--- src/verilog/interval_timer_consts.vh ---
// register map, field positions, reset values and prescale constants of the dual interval timer
`ifndef INTERVAL_TIMER_CONSTS_VH
`define INTERVAL_TIMER_CONSTS_VH

// ----------------------------------------------------------------------
// register offsets (byte addresses on the 16-bit register port)
// ----------------------------------------------------------------------
`define ADDR_PORT3_DIRECTION   16'hFF23
`define ADDR_PORT3_LATCH       16'hFF03
`define ADDR_CH1_COUNT         16'hFF40
`define ADDR_CH2_COUNT         16'hFF41
`define ADDR_CH1_COMPARE       16'hFF42
`define ADDR_CH2_COMPARE       16'hFF43
`define ADDR_MODE_CTRL         16'hFF49
`define ADDR_CLOCK_SELECT      16'hFF4E
`define ADDR_OUTPUT_CTRL       16'hFF4F
`define ADDR_OSC_MODE          16'hFFF2
`define ADDR_IRQ_STATUS        16'hFF50
`define ADDR_IRQ_MASK          16'hFF51

// ----------------------------------------------------------------------
// reset values
// ----------------------------------------------------------------------
`define RST_PORT3_DIRECTION    8'hFF
`define RST_PORT3_LATCH        8'h00
`define RST_COMPARE            8'h00
`define RST_MODE_CTRL          8'h00
`define RST_CLOCK_SELECT       8'h00
`define RST_OUTPUT_CTRL        8'h00
`define RST_OSC_MODE           8'h00
`define RST_IRQ_MASK           8'h00
`define READ_UNMAPPED          8'h00

// ----------------------------------------------------------------------
// field positions
// ----------------------------------------------------------------------
`define MODE_CH1_RUN           0
`define MODE_CH2_RUN           1
`define MODE_CASCADE           2
`define MODE_MASK              8'h07
`define OUT_CH1_ENABLE         0
`define OUT_CH1_INVERT         1
`define OUT_CH1_LEVEL_CLEAR    2
`define OUT_CH1_LEVEL_SET      3
`define OUT_CH2_ENABLE         4
`define OUT_CH2_INVERT         5
`define OUT_CH2_LEVEL_CLEAR    6
`define OUT_CH2_LEVEL_SET      7
`define OUT_READ_MASK          8'h33
`define OSC_MODE_BIT           0
`define IRQ_CH1                0
`define IRQ_CH2                1
`define IRQ_MASK_BITS          8'h03
`define PIN_CH1_WAVE           1
`define PIN_CH2_WAVE           2
`define PIN_CH1_EVENT          3
`define PIN_CH2_EVENT          4

// ----------------------------------------------------------------------
// count clock codes and prescale exponents
// ----------------------------------------------------------------------
`define CODE_EVENT_FALL        4'h0
`define CODE_EVENT_RISE        4'h1
`define CODE_FIRST_INTERNAL    4'h6
`define CODE_LONGEST           4'hF
`define CODE_EXP_OFFSET        4'h5
`define EXP_LONGEST            4'hB
`define PRESCALE_W             12
`define PRESCALE_ALL           12'hFFF

`endif

--- src/verilog/dual_8bit_interval_timer.v ---
// two 8-bit interval timer channels with port 3 direction and output control
//
// Summary of operation
// software stops timers before writing output control
// level set and clear bits read zero
// direction bit 0 output, 1 input
// reset loads direction register with all ones
// software clears direction and latch for outputs
// direction register takes bit and byte writes
// each channel repeats its match interrupt
// on match count clears, counting continues, interrupt
// low clock select nibble picks channel 1 clock
// high nibble picks channel 2 clock, same encoding
// interval is compare plus one count periods
// code 0110 gives 2 or 4 clocks, doubling
// code 1111 gives 2^11 or 2^12 clocks
// codes 0000 and 0001 count event pin edges
// software writes only permitted clock codes
// software stops timers before changing clock select
// clearing run bit stops and zeroes count
// osc mode comes from bit 0 of its register
//
// Our own choice: strobed register access.
`timescale 1ns/1ps

`include "interval_timer_consts.vh"

module dual_8bit_interval_timer #(
  parameter W = 8
) (
  input  wire                    clock,
  input  wire                    rst,
  input  wire [15:0]             reg_addr,
  input  wire [7:0]              reg_wdata,
  input  wire [7:0]              reg_wmask,
  input  wire                    reg_wr,
  input  wire                    reg_rd,
  output reg  [7:0]              reg_rdata,
  input  wire [7:0]              port3_in,
  output reg  [7:0]              port3_out,
  output reg  [7:0]              port3_oe_n,
  output reg                     irq
);

  // ----------------------------------------------------------------------
  // state
  // ----------------------------------------------------------------------
  reg  [7:0]             port3_direction_q;
  reg  [7:0]             port3_latch_q;
  reg  [W-1:0]           ch1_compare_q;
  reg  [W-1:0]           ch2_compare_q;
  reg  [7:0]             mode_ctrl_q;
  reg  [7:0]             count_clock_select_q;
  reg  [7:0]             output_ctrl_q;
  reg  [7:0]             osc_mode_q;
  reg  [7:0]             irq_status_q;
  reg  [7:0]             irq_mask_q;
  reg                    ch1_level_q;
  reg                    ch2_level_q;
  reg  [`PRESCALE_W-1:0] prescale_q;

  wire [W-1:0]           ch1_count;
  wire [W-1:0]           ch2_count;
  wire                   ch1_match_irq;
  wire                   ch2_match_irq;
  wire                   osc_mode_bit;
  wire                   ch1_run_enable;
  wire                   ch2_run_enable;

  // ----------------------------------------------------------------------
  // write decode
  // ----------------------------------------------------------------------
  wire wr_dir     = reg_wr && (reg_addr == `ADDR_PORT3_DIRECTION);
  wire wr_latch   = reg_wr && (reg_addr == `ADDR_PORT3_LATCH);
  wire wr_cmp1    = reg_wr && (reg_addr == `ADDR_CH1_COMPARE);
  wire wr_cmp2    = reg_wr && (reg_addr == `ADDR_CH2_COMPARE);
  wire wr_mode    = reg_wr && (reg_addr == `ADDR_MODE_CTRL);
  wire wr_clksel  = reg_wr && (reg_addr == `ADDR_CLOCK_SELECT);
  wire wr_outctl  = reg_wr && (reg_addr == `ADDR_OUTPUT_CTRL);
  wire wr_osc     = reg_wr && (reg_addr == `ADDR_OSC_MODE);
  wire wr_status  = reg_wr && (reg_addr == `ADDR_IRQ_STATUS);
  wire wr_irqmask = reg_wr && (reg_addr == `ADDR_IRQ_MASK);

  // merge of written bits into a stored byte; a one-hot mask is a bit write
  function [7:0] merge;
    input [7:0] old_v;
    input [7:0] new_v;
    input [7:0] mask_v;
    begin
      merge = (old_v & ~mask_v) | (new_v & mask_v);
    end
  endfunction

  // written bits of the output control byte that take effect
  wire [7:0] outctl_new = merge(output_ctrl_q, reg_wdata, reg_wmask);

  assign osc_mode_bit   = osc_mode_q[`OSC_MODE_BIT];
  assign ch1_run_enable = mode_ctrl_q[`MODE_CH1_RUN];
  assign ch2_run_enable = mode_ctrl_q[`MODE_CH2_RUN];

  // ----------------------------------------------------------------------
  // shared prescaler
  // ----------------------------------------------------------------------
  // free running so both channels see the same phase; a channel that is
  // started mid-way may see its first internal tick early by up to one period
  always @(posedge clock) begin
    if (rst) begin
      prescale_q <= {`PRESCALE_W{1'b0}};
    end else begin
      prescale_q <= prescale_q + {{(`PRESCALE_W-1){1'b0}}, 1'b1};
    end
  end

  // ----------------------------------------------------------------------
  // channels
  // ----------------------------------------------------------------------
  interval_channel #(
    .W          (W)
  ) u_ch1 (
    .clock      (clock),
    .rst        (rst),
    .run        (ch1_run_enable),
    .code       (count_clock_select_q[3:0]),
    .osc_mode   (osc_mode_bit),
    .prescale_q (prescale_q),
    .event_in   (port3_in[`PIN_CH1_EVENT]),
    .compare    (ch1_compare_q),
    .count_q    (ch1_count),
    .match_q    (ch1_match_irq)
  );

  interval_channel #(
    .W          (W)
  ) u_ch2 (
    .clock      (clock),
    .rst        (rst),
    .run        (ch2_run_enable),
    .code       (count_clock_select_q[7:4]),
    .osc_mode   (osc_mode_bit),
    .prescale_q (prescale_q),
    .event_in   (port3_in[`PIN_CH2_EVENT]),
    .compare    (ch2_compare_q),
    .count_q    (ch2_count),
    .match_q    (ch2_match_irq)
  );

  // ----------------------------------------------------------------------
  // configuration registers
  // ----------------------------------------------------------------------
  // clock select and output control are taken as written; software must
  // stop the channels first, a change while counting glitches the period
  always @(posedge clock) begin
    if (rst) begin
      port3_direction_q    <= `RST_PORT3_DIRECTION;
      port3_latch_q        <= `RST_PORT3_LATCH;
      ch1_compare_q        <= `RST_COMPARE;
      ch2_compare_q        <= `RST_COMPARE;
      mode_ctrl_q          <= `RST_MODE_CTRL;
      count_clock_select_q <= `RST_CLOCK_SELECT;
      output_ctrl_q        <= `RST_OUTPUT_CTRL;
      osc_mode_q           <= `RST_OSC_MODE;
      irq_mask_q           <= `RST_IRQ_MASK;
    end else begin
      if (wr_dir) begin
        port3_direction_q <= merge(port3_direction_q, reg_wdata, reg_wmask);
      end
      if (wr_latch) begin
        port3_latch_q <= merge(port3_latch_q, reg_wdata, reg_wmask);
      end
      if (wr_cmp1) begin
        ch1_compare_q <= merge(ch1_compare_q, reg_wdata, reg_wmask);
      end
      if (wr_cmp2) begin
        ch2_compare_q <= merge(ch2_compare_q, reg_wdata, reg_wmask);
      end
      if (wr_mode) begin
        mode_ctrl_q <= merge(mode_ctrl_q, reg_wdata, reg_wmask) & `MODE_MASK;
      end
      if (wr_clksel) begin
        count_clock_select_q <= merge(count_clock_select_q, reg_wdata, reg_wmask);
      end
      if (wr_outctl) begin
        // level bits act once and are never stored
        output_ctrl_q <= outctl_new & `OUT_READ_MASK;
      end
      if (wr_osc) begin
        osc_mode_q <= merge(osc_mode_q, reg_wdata, reg_wmask) & 8'h01;
      end
      if (wr_irqmask) begin
        irq_mask_q <= merge(irq_mask_q, reg_wdata, reg_wmask) & `IRQ_MASK_BITS;
      end
    end
  end

  // ----------------------------------------------------------------------
  // timer output level flip-flops
  // ----------------------------------------------------------------------
  // set and clear written together is a forbidden combination and is ignored
  always @(posedge clock) begin
    if (rst) begin
      ch1_level_q <= 1'b0;
      ch2_level_q <= 1'b0;
    end else if (wr_outctl) begin
      if (outctl_new[`OUT_CH1_LEVEL_SET] && !outctl_new[`OUT_CH1_LEVEL_CLEAR]) begin
        ch1_level_q <= 1'b1;
      end else if (!outctl_new[`OUT_CH1_LEVEL_SET] && outctl_new[`OUT_CH1_LEVEL_CLEAR]) begin
        ch1_level_q <= 1'b0;
      end
      if (outctl_new[`OUT_CH2_LEVEL_SET] && !outctl_new[`OUT_CH2_LEVEL_CLEAR]) begin
        ch2_level_q <= 1'b1;
      end else if (!outctl_new[`OUT_CH2_LEVEL_SET] && outctl_new[`OUT_CH2_LEVEL_CLEAR]) begin
        ch2_level_q <= 1'b0;
      end
    end
  end

  // ----------------------------------------------------------------------
  // interrupt status and output
  // ----------------------------------------------------------------------
  // a match in the same cycle as a write-one-to-clear keeps its bit set
  reg [7:0] irq_status_d;

  always @* begin
    irq_status_d = irq_status_q;
    if (wr_status) begin
      irq_status_d = irq_status_d & ~(reg_wdata & reg_wmask);
    end
    if (ch1_match_irq) begin
      irq_status_d[`IRQ_CH1] = 1'b1;
    end
    if (ch2_match_irq) begin
      irq_status_d[`IRQ_CH2] = 1'b1;
    end
  end

  // irq is registered from the next status at the same edge as the status, so it leaves a flip-flop
  always @(posedge clock) begin
    if (rst) begin
      irq_status_q <= 8'h00;
      irq          <= 1'b0;
    end else begin
      irq_status_q <= irq_status_d & `IRQ_MASK_BITS;
      irq          <= |(irq_status_d & irq_mask_q);
    end
  end

  // ----------------------------------------------------------------------
  // port 3 pins
  // ----------------------------------------------------------------------
  // pins 1 and 2 carry the level flip-flop ORed with their latch bit when their output is enabled;
  // the pin only drives when its direction bit is 0
  reg [7:0] pin_value_d;

  always @* begin
    pin_value_d = port3_latch_q;
    if (output_ctrl_q[`OUT_CH1_ENABLE]) begin
      pin_value_d[`PIN_CH1_WAVE] = ch1_level_q | port3_latch_q[`PIN_CH1_WAVE];
    end
    if (output_ctrl_q[`OUT_CH2_ENABLE]) begin
      pin_value_d[`PIN_CH2_WAVE] = ch2_level_q | port3_latch_q[`PIN_CH2_WAVE];
    end
  end

  always @(posedge clock) begin
    if (rst) begin
      port3_out  <= 8'h00;
      port3_oe_n <= 8'hFF;
    end else begin
      port3_out  <= pin_value_d;
      port3_oe_n <= port3_direction_q;
    end
  end

  // ----------------------------------------------------------------------
  // read port
  // ----------------------------------------------------------------------
  // reads have no side effect; data stand one cycle after the strobe
  reg [7:0] rdata_d;

  always @* begin
    case (reg_addr)
      `ADDR_PORT3_DIRECTION: rdata_d = port3_direction_q;
      `ADDR_PORT3_LATCH:     rdata_d = port3_latch_q;
      `ADDR_CH1_COUNT:       rdata_d = ch1_count;
      `ADDR_CH2_COUNT:       rdata_d = ch2_count;
      `ADDR_CH1_COMPARE:     rdata_d = ch1_compare_q;
      `ADDR_CH2_COMPARE:     rdata_d = ch2_compare_q;
      `ADDR_MODE_CTRL:       rdata_d = mode_ctrl_q;
      `ADDR_CLOCK_SELECT:    rdata_d = count_clock_select_q;
      `ADDR_OUTPUT_CTRL:     rdata_d = output_ctrl_q & `OUT_READ_MASK;
      `ADDR_OSC_MODE:        rdata_d = osc_mode_q;
      `ADDR_IRQ_STATUS:      rdata_d = irq_status_q;
      `ADDR_IRQ_MASK:        rdata_d = irq_mask_q;
      default:               rdata_d = `READ_UNMAPPED;
    endcase
  end

  always @(posedge clock) begin
    if (rst) begin
      reg_rdata <= 8'h00;
    end else if (reg_rd) begin
      reg_rdata <= rdata_d;
    end else begin
      reg_rdata <= 8'h00;
    end
  end

endmodule

--- src/verilog/interval_channel.v ---
// one 8-bit interval counter channel with its count clock selector
`timescale 1ns/1ps

`include "interval_timer_consts.vh"

module interval_channel #(
  parameter W = 8
) (
  input  wire                    clock,
  input  wire                    rst,
  input  wire                    run,
  input  wire [3:0]              code,
  input  wire                    osc_mode,
  input  wire [`PRESCALE_W-1:0]  prescale_q,
  input  wire                    event_in,
  input  wire [W-1:0]            compare,
  output reg  [W-1:0]            count_q,
  output reg                     match_q
);

  reg                    event_prev_q;
  reg  [3:0]             exp_w;
  reg  [`PRESCALE_W-1:0] span_w;
  reg                    tick_w;

  // ----------------------------------------------------------------------
  // count clock selection
  // ----------------------------------------------------------------------
  // internal period is 2^exp system clocks; osc mode 0 doubles every period
  always @* begin
    if (code == `CODE_LONGEST) begin
      exp_w = `EXP_LONGEST;
    end else begin
      exp_w = code - `CODE_EXP_OFFSET;
    end
    if (!osc_mode) begin
      exp_w = exp_w + 4'h1;
    end
    span_w = ~(`PRESCALE_ALL << exp_w);
    case (code)
      `CODE_EVENT_FALL: tick_w = event_prev_q & ~event_in;
      `CODE_EVENT_RISE: tick_w = ~event_prev_q & event_in;
      default:          tick_w = &(prescale_q | ~span_w);
    endcase
  end

  // ----------------------------------------------------------------------
  // counter: clears on match so the period is (compare + 1) ticks
  // ----------------------------------------------------------------------
  always @(posedge clock) begin
    if (rst) begin
      count_q      <= {W{1'b0}};
      match_q      <= 1'b0;
      event_prev_q <= 1'b1; // event pins idle high, so no false edge after reset
    end else begin
      event_prev_q <= event_in;
      match_q      <= 1'b0;
      if (!run) begin
        count_q <= {W{1'b0}};
      end else if (tick_w) begin
        if (count_q == compare) begin
          count_q <= {W{1'b0}};
          match_q <= 1'b1;
        end else begin
          count_q <= count_q + {{(W-1){1'b0}}, 1'b1};
        end
      end
    end
  end

endmodule

--- config.mk ---
export PLATFORM = sky130hd
export DESIGN_NAME = dual_8bit_interval_timer
export DESIGN_NICKNAME = d
export VERILOG_FILES = /design/src/verilog/dual_8bit_interval_timer.v /design/src/verilog/interval_channel.v
export VERILOG_INCLUDE_DIRS = /design/src /design/src/verilog
export SDC_FILE = /design/constraint.sdc
export NUM_CORES = 1
export LEC_CHECK = 0
export BUFFER_PORTS_ARGS = -buffer_cell sky130_fd_sc_hd__buf_2
export CAP_MARGIN = 20
export CORE_MARGIN = 1
export CORE_UTILIZATION = 54
export DETAILED_ROUTE_END_ITERATION = 10
export PLACE_DENSITY = 0.86
export REMOVE_ABC_BUFFERS = 1
export SLEW_MARGIN = 0
export SYNTH_ARGS = -nofsm -noshare
export SYNTH_HDL_FRONTEND = slang
export SYNTH_HIERARCHICAL = 1
export SYNTH_SLANG_ARGS = --single-unit
--- constraint.sdc ---
create_clock -name clock -period 3.2 [get_ports clock]
set_input_delay 0.48 -clock clock [delete_from_list [all_inputs] [get_ports clock]]
set_output_delay 0.48 -clock clock [all_outputs]
set_load 0.01 [all_outputs]
* Word level (Yosys, flattened, before mapping) *
Cells that the tools add are included.

word-level totals
  input bits = 44
  ROM bits = 0
  output and inout port bits = 25
  RAM bits = 0
  flip-flop bits (word level) = 117
  bits in latches = 0
  memories = 0
  word-level logic and storage cells = 147

cells by class
  bitwise logic cells = 44
  divide/modulo/power cells = 0
  mux-type cells = 20
  $lt $le $gt $ge = 0
  eq/ne operators = 18
  add/subtract/negate cells = 7
  shift operators = 2
  multiply operators = 0
  reduce and logical (&&, ||, !) cells = 32

operators with widths
  kind                     number
  $eq A16 B16 Y1 const B   12
  $pmux W8 S12             1
  $and A8 B8 Y8            7
  $not A12 Y12             4
  $or A8 B8 Y8             6
  $mux W8                  3
  $or A12 B12 Y12          2
  $reduce_and A12 Y1       2
  $shl A12 B4 Y12 const A  2
  $add A8 B1 Y8 const B    2
  $eq A8 B8 Y1             2
  $mux W4                  4
  $not A8 Y8               2
  $logic_and A1 B1 Y1      14
  $add A12 B1 Y12 const B  1
  $mux W1                  10
  $not A1 Y1               9
  $add A4 B1 Y4 const B    2
  $and A6 B8 Y8            1
  $and A8 B2 Y8            1
  $eq A4 B1 Y1 const B     2
  $eq A4 B4 Y1 const B     2
  $logic_not A4 Y1         2
  $reduce_or A8 Y1         1
  13 further kinds         29

* Longest topological paths before layout *
Gate-level depths: netlist of the first run.

  depth after elaboration = 12
  mapped depth = 14
  depth with buffers taken out = 13

* By module *
Netlist of the first run, hierarchy kept.

modules (own cells, without submodules)
  module                     times used  area an instance (um^2)  cells an instance
  dual_8bit_interval_timer   1           4272.8                   494
  interval_channel at u_ch2  1           1148.6                   147
  interval_channel at u_ch1  1           1063.5                   135

* Worst setup path before layout of the first run *
Ideal clock, no wire load.

  kind = flip-flop to flip-flop
  start point = register (tool-made name)
  end point = register u_ch1.count_q[3]
  setup time = 101 ps
  clock period less this slack = 3396 ps
  path buffers = 2
  slack = -196 ps
  stages on the path, launching flop included = 15
  data arrival time = 3295 ps
  cells stage by stage = dfxtp_1 inv_1 ha_1 inv_2 ha_1 or2b_1 a21boi_1 nand2_1 o311ai_0 o2111ai_1 or4_1 buf_2 and2_4 buf_6 o41ai_1

RTL lines
  item                  RTL line               text
  end signal, assigned  interval_channel.v:52  count_q <= {W{1'b0}};
  end signal, assigned  interval_channel.v:59  count_q <= {W{1'b0}};
  end signal, assigned  interval_channel.v:62  count_q <= {W{1'b0}};
  end, declared         interval_channel.v:17  output reg [W-1:0] count_q,

==> run summary, run 1 <==
area of the multi-input gates - 0.00402 mm^2
DR vias/cell - 6.55
Synth Flop Type - dfxtp_1
Buf/Inv on CP - 2
Initial Util - 56.1%
Seq/Total Area, Yosys - 34.3%
Worst-Skew Late Latency - 0.36 ns
average wire per standard cell - 18.0 um
CP cell instances - ha_2, nand3_2, and2_1, inv_1, ha_1, nor3b_1, nand3_1, a311oi_1, a211o_1, a2111oi_4, o311ai_2, buf_4, a41oi_2, o31ai_1
Slew Viols, Final - 0
Slew headroom - 44.1%
pin count of the biggest net entering global routing - 53
min cycle time layout - 3.06 ns
cts hold-fix bufs - 0
Die ar. - 0.0125 mm^2
most frequent cells in the layout - 107 x dfxtp_1, 66 x a21oi_1, 65 x nand2_1
post-synthesis async set-or-reset flop share - 0%
IO Count - 69
violated checks - design-rule violations
Filler cells - 964
Core Footprint - 0.0116 mm^2
worst vdd ir - 0.365 mV
Worst-Margin Slew - 0.837 ns
hold crit path type - input port to flip-flop
Hold Crit Endpoint - u_ch2/event_prev_q
Final WS setup - 0.144 ns
Max Cap Viol - 0
Final Util - 63.9%
critical path's slowest cell - dfxtp_4
Syn Area/Cell - 8.36 um^2
IO buf count - 62
worst hold path depth - 2
setup violators final - 0
die width - 112 um
Die H - 112 um
r2r worst-path depth - 14
RSZ-0062 raised after global routing - true
initial antenna violation count - 0
final hold vios - 0
pre-CTS setup slack - -0.00691 ns
cts bufs inserted - 9
Fmax achieved - 327 MHz
number of global-route vias before repair - 5932
Layout Skew - 0.00891 ns
cell family with most CP delay - compound AO/OA/AOI/OAI gates
Clock Path Buffers - 2
startpoint types - flip-flop
CTS Root Cell - clkbuf_16
Post-synth EDFFs - 0
number of synthesis warnings - 6
post-route clock period utilization - 95.5%
Worst Path Arrival - 3.29 ns
post-route DRC violation count - 4
clock sinks - 111
final RePlAce weighted congestion - 0.964
ANT cells - 0
Layout Area Growth over Synthesis - 14.0%
H-tree depth - 3
leakage - 0.00265 uW
synthesis-stage register bit count - 111
CP Data Required Time - 3.44 ns
global route overflow - 0
most common cell after layout, fill and taps aside - dfxtp_1
first-pass GRT wire length - 29200 um
initial detailed-routing violation count - 791
DR pass1 iterations - 9
WL final - 17600 um
Critical Path Sink Type - flip-flop
layout cells sized above 1 - 20.3%
critical path depth - 14
Distinct cells, synth - 88
CP Class - flip-flop to flip-flop
Post-Syn Instances - 776
Final nets - 888
Post-DRT Antenna Nets - 0
pwr dens - 369 mW/mm^2
status - finished, violations left
GR Util All Layers - 28.9%
min-delay src - port3_in[4]
# rows - 39
DR vias - 6411
TritonCTS clock tree - done
hpwl dp - 12600 um
FF-to-FF End - u_ch2/count_q[5]
FF/Latch Area - 0.00223 mm^2
peak per-stage delay on the critical path - 0.38 ns
Worst Path Max Fanout - 8
r2r setup slk - 0.14 ns
Worst-path clk slew - 0.08 ns
Post-Syn Area - 0.00648 mm^2
what timing repair did:
| item | 4_1_cts | 5_1_grt |
|---|---|---|
| endpoints found under the setup margin | 5 | 16 |
| resized for setup | 3 | 20 |
| buffers inserted | 0 | 0 |
| pin swaps | 0 | 7 |
metrics by stage:
stage | cell area [um^2] | total power (uW) | hold WS (ns) | std cells | TNS (ns)
5_1_grt | 7390 | 2800 | 0.357 | 979 | -0.0486
3_5_place_dp | 6970 | 1580 | 0.452 | 963 | -0.00716
3_3_place_gp | 6970 | 1580 | 0.450 | 963 | 0
6_report | 7390 | 2720 | 0.349 | 979 | 0
4_1_cts | 7290 | 2730 | 0.343 | 979 | 0
2_1_floorplan | 6210 | 1480 | 0.421 | 722 | -1.30
metal layers:
metal,share of wire [%],vias to the layer above,global-route usage (%)
met2,45,360,44.2
met1,43,2969,39.1
met3,8.7,56,6.31
li1,-,3026,-
met5,0,-,0
met4,3.0,0,12.6
synth_stat cells, types with 5 or more instances:
master    count  area [um^2]
dfxtp_1     111         2220
a21oi_1      66          330
nand2_1      65          244
nand3_1      50          250
nor2_1       40          150
o21ai_0      33          165
nand4_1      26          163
clkbuf_1     24         90.1
mux2i_1      20          200
inv_1        18         67.6
o31ai_1      17          128
buf_2        16         80.1
or2_2        16          100
xor2_1       16          140
nor2b_1      14         87.6
o41ai_1      14          123
a41oi_1      13          114
ha_1         13          163
xnor2_1      13          114
and3_1       12         75.1
a22oi_1      11         82.6
nor3_1       10         50.1
a221oi_1      8         70.1
nand2b_1      8         50.1
a21boi_0      7         52.6
a311o_1       7         70.1
and2_1        7         43.8
and4_1        7         61.3
buf_4         7         52.6
o22ai_1       7         43.8
a31oi_1       6         37.5
nor3b_1       5         37.5
logic make-up after synthesis:
group	count (synthesis)	share of synthesized area (%)
AO/OA/AOI/OAI	230	24.5
XOR/XNOR	29	3.92
adder cells (fa/ha/maj)	13	2.51
buffers and inverters	73	5.40
flip-flops	111	34.3
multiplexers	20	3.09
AND/OR/NAND/NOR	300	26.3
where the power goes:
part | switching [uW] | leakage, uW | internal, uW | total (uW)
logic | 121 | 0.00160 | 47.3 | 168
registers | 6.01 | 0.000898 | 1380 | 1390
clock network | 542 | 0.000150 | 625 | 1170
total | 669 | 0.00265 | 2060 | 2720
layout make-up:
class | count | share of cell area (%)
Clock buffer | 9 | 3.05
Tap cell | 143 | 2.42
Sequential cell | 111 | 30.2
Clock inverter | 7 | 1.17
Inverter | 19 | 0.965
Multi-Input combinational cell | 592 | 54.4
Timing Repair Buffer | 98 | 7.86
worst register-to-register path: stages (launching register included):
cell,delay [ns]
dfxtp_4,0.38
ha_2,0.19
nand3_2,0.10
and2_1,0.18
inv_1,0.07
ha_1,0.25
nor3b_1,0.16
nand3_1,0.12
a311oi_1,0.12
a211o_1,0.35
a2111oi_4,0.31
o311ai_2,0.19
buf_4,0.22
a41oi_2,0.20
o31ai_1,0.10
worst max path at each step:
stage / slack (ns) / endpoint
detailed placement: -0.007 / u_ch1/count_q[3]
CTS: 0.01 / u_ch2/count_q[6]
floorplan: -0.13 / u_ch2/count_q[3]
finish: 0.14 / u_ch2/count_q[5]
global route: -0.02 / u_ch1/count_q[6]
global placement: 0.08 / u_ch1/count_q[6]
(Power assumes the default switching activity.)
==> run 2: changes to the inputs <==
--- a/config.mk
+++ b/config.mk
@@ -6,6 +6,7 @@
 export SDC_FILE = /design/constraint.sdc
 export NUM_CORES = 1
 export LEC_CHECK = 0
+export ABC_AREA = 1
 export BUFFER_PORTS_ARGS = -buffer_cell sky130_fd_sc_hd__buf_2
 export CAP_MARGIN = 20
 export CORE_MARGIN = 1
==> run 2 against run 1 <==
Compared with the run above:
- power fell by 1.8%
- clock skew rose by 0.0011 ns
- fmax rose by 13%
- area after synthesis rose by 1.8%
- clock-buffer cell count rose by 1
- the flow now finishes without violations
- critical path depth rose by 3
- sequential share of layout area rose by 0.18 points
- largest power group unchanged
- core utilization fell by 2.7 points
- critical path type unchanged
==> run summary, run 2 <==
cts bufs inserted - 9
TritonCTS clock tree - done
Synth Flop Type - dfxtp_1
global route overflow - 0
combinational cell fraction of total power - 6.2%
Worst-Margin Slew - 0.659 ns
Net Sw Power - 643 uW
initial detailed-routing violation count - 766
# placed instances - 1179
leakage - 0.00324 uW
DR pass1 iterations - 6
final hold vios - 0
share of the synthesized area in the top cell type - 33.7%
Slew headroom - 56.1%
WL final - 18800 um
Worst Path Max Fanout - 9
GR Util All Layers - 30.3%
Initial Util - 55.2%
status - finished, final reports clean
Post-DRT Antenna Nets - 0
Seq/Total Area, Yosys - 33.7%
ANT cells - 0
average wire per standard cell - 15.8 um
post-synthesis async set-or-reset flop share - 0%
Critical Path Sink Type - flip-flop
worst hold path depth - 2
postcts setup bufs - 0
setup violators final - 0
Internal - 2030 uW
die width - 113 um
CP Class - flip-flop to flip-flop
CP Data Required Time - 3.43 ns
layout cells sized above 1 - 17.1%
initial antenna violation count - 0
min cycle time layout - 2.71 ns
number of synthesis warnings - 6
post-cts gate resize count - 0
Syn Area/Cell - 6.71 um^2
Die ar. - 0.0127 mm^2
Slew Viols, Final - 0
synthesis-stage register bit count - 111
final RePlAce weighted congestion - 0.941
largest area contributor in the netlist - dfxtp_1
Max Cap Viol - 0
Distinct cells, synth - 41
Die H - 113 um
hpwl dp - 13900 um
pwr dens - 365 mW/mm^2
Post-synth EDFFs - 0
DR vias/cell - 5.69
FF-to-FF End - u_ch1/count_q[3]
IO Count - 69
Synth top cells by count - 202 x nand2_1, 118 x nand3_1, 111 x dfxtp_1, 106 x inv_1, 102 x nor2_1
clock sinks - 111
Worst-path clk slew - 0.07 ns
Post-Syn Area - 0.00660 mm^2
Worst-Skew Late Latency - 0.36 ns
Hold Crit Endpoint - u_ch2/event_prev_q
first-pass GRT wire length - 30200 um
worst vdd ir - 0.239 mV
most common cell after layout, fill and taps aside - nand2_1
RSZ-0062 raised after global routing - false
r2r setup slk - 0.49 ns
cts hold-fix bufs - 0
most frequent cells in the layout - 202 x nand2_1, 118 x nand3_1, 111 x dfxtp_1
Post-Syn Instances - 984
DR vias - 6783
Fmax achieved - 369 MHz
min-delay src - port3_in[4]
post-route clock period utilization - 84.7%
total negative slack - 0 ns
cell with the most instances after synthesis - nand2_1
H-tree depth - 3
sequential share of power - 51.9%
sw frac - 24.0%
hold crit path type - input port to flip-flop
Final nets - 1100
clock share of power - 41.9%
Clock Path Buffers - 2
startpoint types - flip-flop
Core Footprint - 0.0120 mm^2
Layout Skew - 0.0100 ns
Final Non-Filler Cells - 1193
IO buf count - 62
post-route DRC violation count - 0
r2r worst-path depth - 17
# rows - 40
CTS Root Cell - clkbuf_16
pin count of the biggest net entering global routing - 28
Layout Area Growth over Synthesis - 11.0%
Worst Path Arrival - 2.94 ns
top post-synthesis cells by area - dfxtp_1 34%, nand2_1 11%, nand3_1 8.9%
number of global-route vias before repair - 6088
[run 2: metrics by stage]
step / hold WS [ns] / setup slack (ns) / cell area (um^2) / power, uW / util, %
after floorplan: 0.413 / 0.932 / 6480 / 1490 / -
after global routing: 0.364 / 0.251 / 7320 / 2740 / 61.2
after global placement: 0.428 / 0.594 / 7040 / 1580 / 58.8
after CTS: 0.355 / 0.512 / 7320 / 2670 / 61.2
final: 0.360 / 0.491 / 7320 / 2680 / 61.2
after detailed placement: 0.434 / 0.532 / 7040 / 1580 / 58.8
[run 2: worst max-delay path, cell delays in order (launching register included)]
cell and delay [ns]:
dfxtp_1 0.56, inv_1 0.11, ha_1 0.33, inv_1 0.08
ha_1 0.28, inv_1 0.03, o21ai_0 0.23, nand3_1 0.14
nand2_1 0.12, nand2_1 0.06, nand3_1 0.08, nand2_1 0.05
nand2_1 0.07, inv_2 0.05, nand2_4 0.15, nand2_8 0.11
nand2_2 0.09, a21oi_1 0.06
[run 2: area by class of cell]
class / count / area (um^2)
timing repair buffer: 70 / 370
fill: 1064 / 4640
multi-input combinational: 733 / 3820
clock buffer: 10 / 229
sequential: 111 / 2220
inverter: 118 / 445
tap: 147 / 184
clock inverter: 4 / 56.3
[run 2: power by group through the flow]
stage / logic (uW) / clock network (uW) / registers, uW
4_1_cts: 159 / 1130 / 1390
2_1_floorplan: 70.2 / 0 / 1420
3_3_place_gp: 155 / 0 / 1420
3_5_place_dp: 158 / 0 / 1420
6_report: 165 / 1120 / 1390
5_1_grt: 175 / 1180 / 1390
[run 2: logic make-up (layout without fill, tap and decap cells)]
logic type	Yosys count	in the layout	synth area share, %
DFF	111	111	33.7
AOI/OAI and AO/OA	148	148	12.0
adders and majority gates	13	13	2.46
xor gates and xnor gates	18	18	2.39
buffers and inverters	140	202	8.49
and+or+nand+nor	554	554	41.0
[run 2: worst max path at each step]
stage               slack [ns]  cells past startpoint               end  startpoint
floorplan                 0.93                     17  u_ch1/count_q[0]   flip-flop
global placement          0.59                     17  u_ch1/count_q[7]   flip-flop
detailed placement        0.53                     17  u_ch1/count_q[3]   flip-flop
CTS                       0.51                     17  u_ch1/count_q[3]   flip-flop
global route              0.25                     18  u_ch1/count_q[1]   flip-flop
finish                    0.49                     17  u_ch1/count_q[3]   flip-flop
[run 2: routing by layer]
| layer | wire (um) | GRT usage, % | up-vias |
|---|---|---|---|
| li1 | - | - | 3338 |
| met1 | 8020 | 40.3 | 3033 |
| met2 | 8340 | 46.7 | 359 |
| met3 | 1860 | 8.32 | 53 |
| met4 | 591 | 11.8 | 0 |
| met5 | 0 | 0 | - |
==> run 3: changes to the inputs <==
--- a/config.mk
+++ b/config.mk
@@ -6,13 +6,13 @@
 export SDC_FILE = /design/constraint.sdc
 export NUM_CORES = 1
 export LEC_CHECK = 0
-export ABC_AREA = 1
+export ABC_AREA = 0
 export BUFFER_PORTS_ARGS = -buffer_cell sky130_fd_sc_hd__buf_2
 export CAP_MARGIN = 20
 export CORE_MARGIN = 1
-export CORE_UTILIZATION = 54
+export CORE_UTILIZATION = 55
 export DETAILED_ROUTE_END_ITERATION = 10
-export PLACE_DENSITY = 0.86
+export PLACE_DENSITY = 0.84
 export REMOVE_ABC_BUFFERS = 1
 export SLEW_MARGIN = 0
 export SYNTH_ARGS = -nofsm -noshare
==> constraint.sdc (replaced) <==
create_clock -name clock -period 2.83 [get_ports clock]
set_input_delay 0.4245 -clock clock [delete_from_list [all_inputs] [get_ports clock]]
set_output_delay 0.4245 -clock clock [all_outputs]
set_load 0.01 [all_outputs]
==> run 3 against run 2 <==
Compared with the run above:
- the run now ends with negative setup slack left
- setup slack got worse by 0.68 ns
- sequential power rose by 13%
- non-clock buffer count rose by 56
- power rose by 16%
- routed wire length rose by 3.5%
- global-route usage rose by 1.5 points
- critical path type unchanged
- highest routed layer unchanged
==> run summary, run 3 (synthesis results as in run 1) <==
status - finished, violations left
violated checks - negative setup slack
Initial Util - 56.6%
Net Sw Power - 760 uW
Critical Path Sink Type - flip-flop
min cycle time layout - 3.02 ns
Final WS setup - -0.186 ns
pwr dens - 393 mW/mm^2
average wire per standard cell - 19.3 um
# rows - 39
post-route DRC violation count - 0
startpoint types - flip-flop
first-pass GRT wire length - 31900 um
Worst Path Arrival - 3.29 ns
Overall Power - 3100 uW
sw frac - 24.5%
IO Count - 69
IO buf count - 62
CTS Root Cell - clkbuf_16
DR vias - 6710
CP Data Required Time - 3.10 ns
initial antenna violation count - 0
Slew Viols, Final - 0
die width - 111 um
Worst-Margin Slew - 0.585 ns
DR pass1 iterations - 8
TritonCTS clock tree - done
hold crit path type - input port to flip-flop
final hold vios - 0
WL final - 19500 um
most frequent cells in the layout - 107 x dfxtp_1, 66 x a21oi_1, 63 x nand2_1
final RePlAce weighted congestion - 0.968
cts bufs inserted - 9
global route overflow - 0
Final nets - 916
H-tree depth - 3
Layout Skew - 0.00491 ns
Fmax achieved - 332 MHz
Clock Path Buffers - 2
CP Class - flip-flop to flip-flop
# placed instances - 983
Layout Area Growth over Synthesis - 21.6%
initial detailed-routing violation count - 813
Max Cap Viol - 0
pre-CTS setup slack - -0.306 ns
most common cell after layout, fill and taps aside - dfxtp_1
combinational cell fraction of total power - 6.5%
leakage - 0.00283 uW
Slew headroom - 60.7%
Internal - 2340 uW
Worst-Skew Late Latency - 0.36 ns
Post-DRT Antenna Nets - 0
Worst-path clk slew - 0.07 ns
hpwl dp - 12700 um
ANT cells - 0
worst vdd ir - 0.471 mV
GR Util All Layers - 31.8%
Core Footprint - 0.0115 mm^2
Die H - 111 um
Die ar. - 0.0122 mm^2
post-route clock period utilization - 107%
number of global-route vias before repair - 6325
RSZ-0062 raised after global routing - true
pin count of the biggest net entering global routing - 52
Worst Path Max Fanout - 6
Final Non-Filler Cells - 1007
layout cells sized above 1 - 27.0%
clock share of power - 42.9%
clock sinks - 111
sequential share of power - 50.6%
setup violators final - 16
DR vias/cell - 6.66
==> run 3: path summary, 6_finish.rpt <==
check,from,to,slack (ns),depth (start not counted)
hold reg to reg,flip-flop,port3_oe_n[3],0.47,1
setup / recovery,flip-flop,u_ch2/count_q[5],-0.19,13
hold / removal,port3_in[3],u_ch1/event_prev_q,0.28,2
setup reg to reg,flip-flop,u_ch2/count_q[5],-0.19,13
==> run 3: area by class of cell <==
class                      instances  area [um^2]
multi-input combinational        592         4260
fill                             868         3580
sequential                       111         2240
timing repair buffer             126          817
clock buffer                      11          243
tap                              143          179
inverter                          19         81.3
clock inverter                     5         65.1
==> run 3: metrics by stage <==
step / hold slack (ns) / cell area, um^2 / util (%) / TNS (ns)
final: 0.284 / 7890 / 68.8 / -1.31
after global routing: 0.291 / 7890 / 68.8 / -3.63
after CTS: 0.276 / 7760 / 67.7 / -0.103
after detailed placement: 0.450 / 7120 / 62.1 / -3.98
after global placement: 0.450 / 7120 / 62.1 / -2.65
after floorplan: 0.421 / 6210 / - / -7.58
==> run 3: metal layers <==
metal  up-vias  share of wire (%)  GRT usage, %
met1      3156                 40          42.2
met3        78                8.8          6.42
met2       389                 47          50.4
met5         -                  0             0
met4         0                4.0          13.3
li1       3087                  -             -
==> run 3: power by group through the flow <==
stage               clock, uW  sequential (uW)  combinational (uW)
floorplan                   0             1610                62.2
global placement            0             1610                 184
detailed placement          0             1610                 185
CTS                      1340             1570                 192
global route             1400             1570                 215
finish                   1330             1570                 202
==> run 3: critical path, stage by stage, from the launching register on <==
cell and delay, ns:
dfxtp_4 0.39, ha_4 0.18, nand3_4 0.09, and2_4 0.17, inv_4 0.06, ha_4 0.19, nor3b_4 0.15, nand3_2 0.11
a311oi_2 0.12, a211o_1 0.32, a2111oi_4 0.39, o311ai_2 0.20, a21bo_2 0.31, o31ai_2 0.25
==> run 3: repair_timing <==
action | 4_1_cts | 5_1_grt
hold buffers | 0 | 0
setup endpoints to repair | 18 | 18
pin swaps | 32 | 15
gates resized for setup | 59 | 23
cloned | 0 | 0
setup buffers | 6 | 3
